`config.mk`:
```
export PLATFORM = sky130hd
export DESIGN_NAME = cad_core
export DESIGN_NICKNAME = d
export VERILOG_FILES = /design/src/include/cad_pkg.sv /design/src/logic/cad_core.sv
export SDC_FILE = /design/constraint.sdc
export NUM_CORES = 1
export LEC_CHECK = 0
export BUFFER_PORTS_ARGS = -buffer_cell sky130_fd_sc_hd__buf_2
export CORE_MARGIN = 5
export CORE_UTILIZATION = 25
export CTS_CLUSTER_SIZE = 12
export DETAILED_ROUTE_END_ITERATION = 12
export GPL_TIMING_DRIVEN = 0
export PLACE_DENSITY = 0.37
export REMOVE_ABC_BUFFERS = 1
export SYNTH_ARGS = -nofsm -noshare
export SYNTH_HDL_FRONTEND = slang
export SYNTH_SLANG_ARGS = --single-unit
```
`constraint.sdc`:
```
create_clock -name mclk_i -period 6.7 [get_ports mclk_i]
set_input_delay 0.335 -clock mclk_i [delete_from_list [all_inputs] [get_ports mclk_i]]
set_output_delay 0.335 -clock mclk_i [all_outputs]
set_load 0.03 [all_outputs]
```
`src/include/cad_pkg.sv`:
```
// shared constants and types of the core addressing decoder
package cad_pkg;

    // ============================================================
    // widths and sizes
    localparam int PC_W = 12;
    localparam int DATA_W = 8;
    localparam int STACK_DEPTH = 6;
    localparam int SP_W = 3;

    // ============================================================
    // data space map of the registers kept inside the core
    localparam logic [7:0] ADDR_PTR_X = 8'h80;
    localparam logic [7:0] ADDR_WREG_BASE = 8'h80;
    localparam logic [5:0] WREG_PAGE = 6'h20;
    localparam logic [7:0] ADDR_ACC = 8'hff;

    // ============================================================
    // opcode fields
    localparam int OP_DIR_BIT = 4;
    localparam int OP_PTR_BIT = 4;
    localparam int OP_SENSE_BIT = 3;
    localparam int OP_STORE_BIT = 2;
    localparam logic [3:0] CLS_CALL = 4'h8;
    localparam logic [3:0] CLS_JP = 4'h9;
    localparam logic [3:0] CLS_BIT = 4'ha;
    localparam logic [3:0] CLS_BTB = 4'hb;
    localparam logic [3:0] CLS_SHORT = 4'hc;
    localparam logic [3:0] CLS_DIRECT = 4'hd;
    localparam logic [7:0] OP_RET = 8'hc8;
    localparam logic [7:0] OP_LD_A_RR = 8'hd0;
    localparam logic [7:0] OP_LD_RR_A = 8'hd4;
    localparam logic [7:0] OP_LDI_A = 8'hd8;
    localparam logic [7:0] OP_LDI_RR = 8'hd9;
    localparam logic [1:0] REL_NZ = 2'h0;
    localparam logic [1:0] REL_Z = 2'h1;
    localparam logic [1:0] REL_NC = 2'h2;
    localparam logic [1:0] REL_C = 2'h3;

    // ============================================================
    // cycle budgets per instruction
    localparam logic [2:0] CYC_REL = 3'h2;
    localparam logic [2:0] CYC_INH = 3'h2;
    localparam logic [2:0] CYC_LS = 3'h4;
    localparam logic [2:0] CYC_JMP = 3'h4;
    localparam logic [2:0] CYC_BIT = 3'h4;
    localparam logic [2:0] CYC_BTB = 3'h5;

    // ============================================================
    // types
    typedef enum logic [3:0] {
        K_REL, K_CALL, K_JP, K_BIT, K_BTB, K_SHORT, K_DIRECT,
        K_IND, K_LDI_A, K_LDI_D, K_RET, K_NOP
    } cad_kind_type;

    typedef struct packed {
        logic [7:0] addr;
        logic rd;
        logic wr;
        logic [7:0] wdata;
    } cad_dreq_type;

endpackage

```
`src/logic/cad_core.sv`:
```
// core addressing decoder: fetch, operand addressing, load/store, bits, jumps
//
// Contract
// - accumulator, working registers, peripherals, RAM and ROM window share one data space.
// - a six-cell stack of 12-bit return addresses serves calls and returns.
// - immediate operand is the program byte right after the opcode.
// - direct mode takes the data address from the byte after the opcode.
// - short direct picks working register 80h-83h from the opcode; one byte.
// - jump and call target joins low opcode nibble with next byte.
// - one-byte relative branch jumps -15 to +16 around itself when condition holds.
// - relative opcode: top bits test, one direction bit, four magnitude bits.
// - false relative condition continues with the following instruction.
// - bit direct takes bit from opcode, byte address from next byte.
// - bit set or bit_clear loads carry with that bit's old value.
// - bit test branch is three bytes: opcode, tested address, displacement.
// - indirect uses pointer 80h or 81h chosen by opcode bit 4; one byte.
// - inherent instructions are one byte with no operand bytes.
// - forty instructions over nine addressing modes in six classes.
// - load_store moves between accumulator and a data byte.
// - load_immediate can target any of the 256 data bytes.
// - load and store take four cycles; lengths one, two or three bytes.
// - load/store update zero, keep carry; immediate-to-data keeps both.
// - jump_absolute and call are two bytes, four cycles, flags untouched.
`timescale 1ns/1ns
module cad_core (
    // clock and reset
    input wire logic mclk_i,
    input wire logic rst_b_i,
    // program space, read combinationally at prog_addr_o
    output logic [cad_pkg::PC_W-1:0] prog_addr_o,
    input wire logic [7:0] prog_data_i,
    // data space, read combinationally while rd is high
    output cad_pkg::cad_dreq_type data_req_o,
    input wire logic [7:0] data_rdata_i,
    // core state
    output logic [7:0] acc_o,
    output logic zero_o,
    output logic carry_o,
    output logic [cad_pkg::PC_W-1:0] instr_addr_o
);
    import cad_pkg::*;

    // ============================================================
    // state
    logic [PC_W-1:0] pc, next_pc;
    logic [PC_W-1:0] ins_addr, next_ins_addr;
    logic [7:0] op, next_op;
    logic [7:0] b2, next_b2;
    logic [2:0] step, next_step;
    cad_kind_type kind, next_kind;
    logic [7:0] acc, next_acc;
    logic [7:0] wreg [4];
    logic [7:0] next_wreg [4];
    logic zf, next_zf;
    logic cf, next_cf;
    logic take, next_take;
    logic [PC_W-1:0] stack [STACK_DEPTH];
    logic [PC_W-1:0] next_stack [STACK_DEPTH];
    logic [SP_W-1:0] sp, next_sp;
    cad_dreq_type dreq, next_dreq;

    // ============================================================
    // decode helpers
    // opcodes 80h-DFh fall into the six classes below; the rest are relative or indirect
    function automatic cad_kind_type dec_kind(input logic [7:0] o);
        cad_kind_type k;
        k = K_NOP;
        if (!o[7]) begin
            k = K_REL;
        end else begin
            unique case (o[7:4])
                CLS_CALL: k = K_CALL;
                CLS_JP: k = K_JP;
                CLS_BIT: k = K_BIT;
                CLS_BTB: k = K_BTB;
                CLS_SHORT: k = o[OP_SENSE_BIT] ? ((o == OP_RET) ? K_RET : K_NOP) : K_SHORT;
                CLS_DIRECT: begin
                    if (o == OP_LD_A_RR || o == OP_LD_RR_A) begin
                        k = K_DIRECT;
                    end else if (o == OP_LDI_A) begin
                        k = K_LDI_A;
                    end else if (o == OP_LDI_RR) begin
                        k = K_LDI_D;
                    end else begin
                        k = K_NOP;
                    end
                end
                default: k = K_IND;
            endcase
        end
        return k;
    endfunction

    function automatic logic [2:0] dec_cycles(input cad_kind_type k);
        logic [2:0] c;
        c = CYC_LS;
        unique case (k)
            K_REL: c = CYC_REL;
            K_RET, K_NOP: c = CYC_INH;
            K_CALL, K_JP: c = CYC_JMP;
            K_BIT: c = CYC_BIT;
            K_BTB: c = CYC_BTB;
            default: c = CYC_LS;
        endcase
        return c;
    endfunction

    // core registers live inside, the rest of the space is outside
    function automatic logic is_internal(input logic [7:0] a);
        return (a == ADDR_ACC) || (a[7:2] == WREG_PAGE);
    endfunction

    // ============================================================
    // next-state logic
    logic [7:0] rd_val;
    logic [7:0] wr_val;
    logic [7:0] ea;
    logic cond;
    logic [2:0] ncyc;
    logic last;

    always_comb begin
        next_pc = pc;
        next_ins_addr = ins_addr;
        next_op = op;
        next_b2 = b2;
        next_step = step + 3'h1;
        next_kind = kind;
        next_acc = acc;
        next_wreg = wreg;
        next_zf = zf;
        next_cf = cf;
        next_take = take;
        next_stack = stack;
        next_sp = sp;
        next_dreq = dreq;
        next_dreq.rd = 1'b0;
        next_dreq.wr = 1'b0;
        wr_val = 8'h00;
        ea = 8'h00;
        cond = 1'b0;
        ncyc = dec_cycles(kind);
        last = (step == ncyc - 3'h1);
        // value seen at the data address held during the access cycle
        if (dreq.addr == ADDR_ACC) begin
            rd_val = acc;
        end else if (dreq.addr[7:2] == WREG_PAGE) begin
            rd_val = wreg[dreq.addr[1:0]];
        end else begin
            rd_val = data_rdata_i;
        end
        unique case (step)
            3'h0: begin
                // opcode cycle: remember where the instruction starts
                next_op = prog_data_i;
                next_kind = dec_kind(prog_data_i);
                next_ins_addr = pc;
                next_pc = pc + 12'h001;
            end
            3'h1: begin
                // second cycle: operand byte two and the data address
                if (kind == K_REL) begin
                    unique case (op[6:5])
                        REL_NZ: cond = !zf;
                        REL_Z: cond = zf;
                        REL_NC: cond = !cf;
                        REL_C: cond = cf;
                    endcase
                    // forward reaches +1..+16, backward 0..-15
                    if (cond && !op[OP_DIR_BIT]) begin
                        next_pc = ins_addr + {8'h00, op[3:0]} + 12'h001;
                    end else if (cond) begin
                        next_pc = ins_addr - {8'h00, op[3:0]};
                    end // otherwise pc already points past the branch
                end else if (kind == K_RET) begin
                    if (sp != '0) begin
                        next_pc = stack[sp - 3'h1];
                        next_sp = sp - 3'h1;
                    end
                end else if (kind == K_SHORT || kind == K_IND || kind == K_NOP) begin
                    // one-byte forms fetch nothing more
                    if (kind == K_SHORT) begin
                        ea = ADDR_WREG_BASE | {6'h00, op[1:0]};
                    end else begin
                        ea = wreg[{1'b0, op[OP_PTR_BIT]}];
                    end
                    next_dreq.addr = ea;
                    // a no-op must never start a data read that lands in the next instruction
                    next_dreq.rd = !op[OP_STORE_BIT] && !is_internal(ea) && (kind != K_NOP);
                end else begin
                    // every other form carries a second byte
                    next_b2 = prog_data_i;
                    next_pc = pc + 12'h001;
                    // direct, bit and test forms address data by this byte
                    next_dreq.addr = prog_data_i;
                    next_dreq.rd = (kind == K_DIRECT && !op[OP_STORE_BIT])
                        || kind == K_BIT || kind == K_BTB;
                    next_dreq.rd = next_dreq.rd && !is_internal(prog_data_i);
                end
            end
            3'h2: begin
                // data cycle: read value settles, writes are prepared
                unique case (kind)
                    K_SHORT, K_IND, K_DIRECT: begin
                        if (op[OP_STORE_BIT]) begin
                            wr_val = acc;
                            next_zf = (acc == 8'h00);
                            next_dreq.wr = 1'b1;
                        end else begin
                            next_acc = rd_val;
                            next_zf = (rd_val == 8'h00);
                        end
                    end
                    K_LDI_A: begin
                        next_acc = b2;
                        next_zf = (b2 == 8'h00);
                    end
                    K_LDI_D: begin
                        // third byte is the source, flags untouched
                        next_pc = pc + 12'h001;
                        wr_val = prog_data_i;
                        next_dreq.addr = b2;
                        next_dreq.wr = 1'b1;
                    end
                    K_BIT: begin
                        next_cf = rd_val[op[2:0]];
                        wr_val = rd_val;
                        wr_val[op[2:0]] = op[OP_SENSE_BIT];
                        next_dreq.wr = 1'b1;
                    end
                    K_BTB: begin
                        // tested bit goes to carry, third byte is the displacement
                        next_cf = rd_val[op[2:0]];
                        next_take = (rd_val[op[2:0]] == op[OP_SENSE_BIT]);
                        next_b2 = prog_data_i;
                        next_pc = pc + 12'h001;
                    end
                    default: begin
                    end
                endcase
                // writes to core registers land here, others go out next cycle
                if (next_dreq.wr) begin
                    next_dreq.wdata = wr_val;
                    if (next_dreq.addr == ADDR_ACC) begin
                        next_acc = wr_val;
                        next_dreq.wr = 1'b0;
                    end else if (next_dreq.addr[7:2] == WREG_PAGE) begin
                        next_wreg[next_dreq.addr[1:0]] = wr_val;
                        next_dreq.wr = 1'b0;
                    end
                end
            end
            3'h3: begin
                if (kind == K_CALL || kind == K_JP) begin
                    next_pc = {op[3:0], b2};
                end
                if (kind == K_CALL) begin
                    // a full stack keeps its top cell for the newest return
                    if (sp == SP_W'(STACK_DEPTH)) begin
                        next_stack[STACK_DEPTH - 1] = ins_addr + 12'h002;
                    end else begin
                        next_stack[sp] = ins_addr + 12'h002;
                        next_sp = sp + 3'h1;
                    end
                end
            end
            default: begin
                // displacement taken relative to the opcode plus one
                if (kind == K_BTB && take) begin
                    next_pc = ins_addr + 12'h001 + {{4{b2[7]}}, b2};
                end
            end
        endcase
        if (last) begin
            next_step = 3'h0;
        end
    end

    // ============================================================
    // registers
    always_ff @(posedge mclk_i or negedge rst_b_i) begin
        if (!rst_b_i) begin
            pc <= '0;
            ins_addr <= '0;
            op <= 8'h00;
            b2 <= 8'h00;
            step <= 3'h0;
            kind <= K_NOP;
            acc <= 8'h00;
            zf <= 1'b0;
            cf <= 1'b0;
            take <= 1'b0;
            sp <= '0;
            dreq <= '0;
            for (int i = 0; i < 4; i++) begin
                wreg[i] <= 8'h00;
            end
            for (int i = 0; i < STACK_DEPTH; i++) begin
                stack[i] <= '0;
            end
        end else begin
            pc <= next_pc;
            ins_addr <= next_ins_addr;
            op <= next_op;
            b2 <= next_b2;
            step <= next_step;
            kind <= next_kind;
            acc <= next_acc;
            zf <= next_zf;
            cf <= next_cf;
            take <= next_take;
            sp <= next_sp;
            dreq <= next_dreq;
            wreg <= next_wreg;
            stack <= next_stack;
        end
    end

    // ============================================================
    // outputs, all straight from flip-flops
    assign prog_addr_o = pc;
    assign data_req_o = dreq;
    assign acc_o = acc;
    assign zero_o = zf;
    assign carry_o = cf;
    assign instr_addr_o = ins_addr;

endmodule
```
=== Yosys cells after proc, flatten, opt, wreduce, memory -nomap -nowiden ===
Index checks and enable logic that the tools add are counted.

* Register bits after elaboration: 182
* Output and inout bits: 52
* Bits of input ports: 18

* Muxes and demuxes: 84
* Bitwise operators: 7
* Equality and inequality tests: 53
* $add $sub $neg: 11
* Magnitude comparators: 9
* Reductions and logical operators: 50

{| class="wikitable"
|+ Operator list
! kind !! number
|-
| 8-bit 2-to-1 mux || 23
|-
| 12-bit 2-to-1 mux || 13
|-
| 72-bit bitwise mux || 1
|-
| 8-bit == test, second input constant || 9
|-
| 12-bit case mux with 4 select lines || 1
|-
| 8-bit case mux with 2 select lines || 3
|-
| 9-bit 2-to-1 mux || 5
|-
| 4-bit == test, second input constant || 10
|-
| 12-bit by 1-bit adder with 12-bit output, second input constant || 3
|-
| 12-bit binary-select mux with 3-bit select || 1
|-
| 12-bit demux with 3-bit select || 1
|-
| 8-bit binary-select mux with 2-bit select || 2
|-
| 32-bit bitwise mux || 1
|-
| 6-bit == test, second input constant || 4
|-
| 8-bit logical NOT || 3
|-
| 4-bit case mux with 6 select lines || 1
|-
| 8-bit case mux with 3 select lines || 1
|-
| 2-bit inequality test, second input constant || 10
|-
| 3-bit 2-to-1 mux || 6
|-
| 8-bit demux with 2-bit select || 1
|-
| 4-bit by 3-bit == test with 1-bit output, second input constant || 4
|-
| 4-bit inequality test, second input constant || 4
|-
| 12-bit adder || 1
|-
| 12-bit by 2-bit adder with 12-bit output, second input constant || 1
|-
| other kinds (48) || 105
|}

=== Longest topological paths before layout ===
* Depth in word-level cells: 18
* Mapped depth: 13
* Mapped depth without buffers: 11

=== Least setup slack after synthesis ===
Ideal clock, no wire load.

* Path type: reg2reg
* From: reg sp[0]
* To: reg pc[0], in the netlist prog_addr_o[0]
* Data arrival time: 3.073 ns
* Stages on the path, launching flop included: 14
* Data required time: 6.582 ns
* Library setup time: 0.118 ns
* Slack: 3.509 ns
* Cell sequence: dfrtp_1 -> buf_2 -> buf_2 -> buf_2 -> inv_1 -> ha_1 -> xor2_1 -> clkbuf_1 -> mux4_2 -> nand2_1 -> o311ai_0 -> a211oi_1 -> a211oi_1 -> a21o_1

* Cells in the longest elaborated chain, start to end: 9

{| class="wikitable"
|+ Ends and longest elaborated chain
! item !! line !! source
|-
| start, declared || cad_core.sv:59 || <nowiki>logic [SP_W-1:0] sp, next_sp;</nowiki>
|-
| start signal, assigned || cad_core.sv:312 || <nowiki>sp <= next_sp;</nowiki>
|-
| 3-bit by 1-bit subtractor with 3-bit output || cad_core.sv:177 || <nowiki>next_pc = stack[sp - 3'h1];</nowiki>
|-
| 3-bit NOT with 4-bit output (not written as such) || cad_core.sv:177 ||
|-
| 12-bit binary-select mux with 3-bit select || cad_core.sv:177 ||
|-
| 12-bit 2-to-1 mux (not written as such) (2 in series) || cad_core.sv:177 ||
|-
| 12-bit 2-to-1 mux || cad_core.sv:176 || <nowiki>if (sp != '0) begin</nowiki>
|-
| 12-bit 2-to-1 mux || cad_core.sv:175 || <nowiki>end else if (kind == K_RET) begin</nowiki>
|-
| 12-bit 2-to-1 mux || cad_core.sv:162 || <nowiki>if (kind == K_REL) begin</nowiki>
|-
| 12-bit case mux with 4 select lines || cad_core.sv:152 || <nowiki>unique case (step)</nowiki>
|-
| end signal, assigned || cad_core.sv:302 || <nowiki>pc <= next_pc;</nowiki>
|-
| end, declared || cad_core.sv:45 || <nowiki>logic [PC_W-1:0] pc, next_pc;</nowiki>
|}

Several ways; a longest one is shown, not always the timed one. The select of a mux whose other input is x is not followed.
A chain may end at the register's enable or synchronous reset.

=== Final worst setup path ===
* From: reg sp[0]
* To: reg pc[3], in the netlist prog_addr_o[3]

The elaborated chain is that of the path after synthesis.

==> run metrics <==
remaining routing DRC violations 0; Netlist cell types 84; Mapped Cells 1203; Final Skew roughly 20 ps; number of synthesized flops with an enable pin 0; CP startpoint kind flop; Worst Setup End Kind flop; asr flop ratio synth 100%; Mapped Area 11400 sq um; #FFs+latches synth 182; Logic pwr share 51.9%; drt wl/cell around 23 um; Int Pwr 3.37 mW; detailed-route wire length 41.4 mm; HP Class in2reg; vias in the first global route 9533; post-CTS setup buffer count 0; worst slew pin tran 1270 ps; GP Congestion ~0.85; Clock Tree Buf Depth 2; P_sw 3.50 mW; most common flop cell mapped by yosys dfrtp_1; Overflow after GRT 0; drt via density 5.18; CP Max Fanout 29; RSZ-0062 raised after global routing false; first-pass GRT wire length 63.4 mm; yosys warns 0; setup_tns 0 ps; initial antenna violation count 2; Power Dens Cells 533 nW/um^2; Setup WS pre-CTS 2440 ps; floorplan core area ~45000 sq um; largest net degree at the start of global routing approximately 110; final setup fails 0; fin. max-slew vios 0; Final WS setup 2560 ps; dpl hpwl 29.1 mm; Pleak 5.21 nW; CTS tree done; Final Hold Vio Count 0; Worst Path Arrival around 4500 ps; cell area after layout 12900 sq um; outcome complete, no violations; DIE WIDTH 223 um; # port buffers 69; # IOs 70; most common cell after layout, fill and taps aside dfrtp_1; Routed Antenna Nets 0; VDD IR max 0.187 mV; Final Util 28.5%; die area 49900 sq um; Clock Latency Late Sink around 480 ps; All-Layer GR Usage 16.6%; share of layout cells above drive strength 1 19.6%; Sw Share 51.0%; DRT iter0 DRCs roughly 680; DR vias 9477; H-tree depth 4; DR pass1 iterations 5; commonest cells after routing, fill and taps aside 178 x dfrtp_1, 148 x nand2_1, 116 x o21ai_0; Root Driver clkbuf_16; max-cap viol count 0; minimum clock period 4140 ps; Sinks on Clock Net 182; die height 223 um; Area Growth Syn to Fin 13.1%; dpl cell area about 12000 sq um; crit path kind reg2reg; Rel. slew slack 14.6%; Max Freq 241 MHz; Reg power frac between 30% and 40%; power share of the clock group 15.5%; final worst-path cycle share a little over 60%; register area share after synthesis 40.0%; Nets 1267; syn avg cell area 9.47 sq um; Initial Util 25.2%; Worst EP required 7030 ps; Num CTS Buffers 17; clk slew on worst S/H paths 80 ps; number of cell rows a little under 80
-- synthesized netlist by cell type, types with 13 or more instances --
library cell  instances  area share [%]
dfrtp_1             179              39
nand2_1             148             4.9
o21ai_0             116             5.1
mux2_2               83             8.2
nor2_1               68             2.2
clkbuf_1             55             1.8
nand3_1              51             2.2
a21oi_1              46             2.0
nor3_1               33             1.4
ha_1                 30             3.3
xnor2_1              29             2.2
mux2i_1              26             2.3
inv_1                25            0.82
mux4_2               20             4.0
a31oi_1              18            0.99
buf_2                18            0.79
a22oi_1              17             1.1
xor2_1               16             1.2
nor2b_1              13            0.71
-- path summary, 6_finish.rpt --
| path | start | endpoint | slack, ps | depth (start not counted) |
|---|---|---|---|---|
| max in group asynchronous | rst_b_i | acc_o[0] | 5220 | 3 |
| min | prog_data_i[7] | kind[3] | 170 | 3 |
| max reg2reg | sp[0] | prog_addr_o[3] | 2560 | 8 |
| min in group asynchronous | rst_b_i | stack[32] | 450 | 2 |
| min reg2reg | stack[27] | stack[27] | 480 | 2 |
| max | sp[0] | prog_addr_o[3] | 2560 | 8 |
-- sequential cells by signal, summed over array words and instances (netlist names) --
register,flops
prog_addr_o,12
zero_o,1
instr_addr_o,12
acc_o,8
kind,4
take,1
data_req_o,18
wreg,32
step,3
b2,8
carry_o,1
stack,72
op,7
sp,3
-- worst max-delay path: stages, from the launching register on --
cell and delay, ps:
dfrtp_2 960, inv_1 310, ha_1 370, xor2_2 740
nor2_1 370, a221oi_1 630, nor2_1 80, a221oi_1 410
o31ai_1 120
-- cells by family after synthesis --
group | share of synthesized area [%]
AND/OR/NAND/NOR | 15.7
buffers and inverters | 3.92
adder cells (fa/ha/maj) | 3.82
XOR/XNOR | 3.46
multiplexers | 14.4
flip-flops | 40.0
AO/OA/AOI/OAI | 18.7
-- cell type report --
cell class	count	area, sq um
repair buffers	75	447
multi-input cells	914	6420
clock buffers	17	425
diodes	2	5.00
clock inverters	15	179
inverters	26	97.6
fillers	4795	32300
well taps	600	751
flip-flops and latches	182	4560
-- per-stage QoR --
step / total power [mW] / hold WS [ps] / instances
floorplan: 4.50 / 39.4 / 1122
global placement: 5.82 / 456 / 1791
detailed placement: 5.84 / 384 / 1795
CTS: 6.93 / 164 / 1828
global route: 7.40 / 173 / 1830
finish: 6.87 / 170 / 1831
-- layer usage --
layer,global-route usage [%],up-vias,wire [um]
met2,26.5,198,19200
met3,2.97,43,1460
li1,-,4472,-
met4,4.66,0,898
met1,23.1,4764,19800
met5,0,-,0
-- power groups by stage --
stage	clock (mW)	combinational [mW]	sequential (mW)
finish	1.06	3.56	2.24
global route	1.13	3.94	2.32
CTS	1.10	3.59	2.25
detailed placement	0	3.57	2.27
global placement	0	3.55	2.27
floorplan	0	2.31	2.19
-- repair_timing --
action	4_1_cts	5_1_grt
hold buffers	1	0
resized for setup	0	0
setup endpoints to repair	0	0
hold endpoints to repair	77	0
Power figures use the tool's default switching activity.
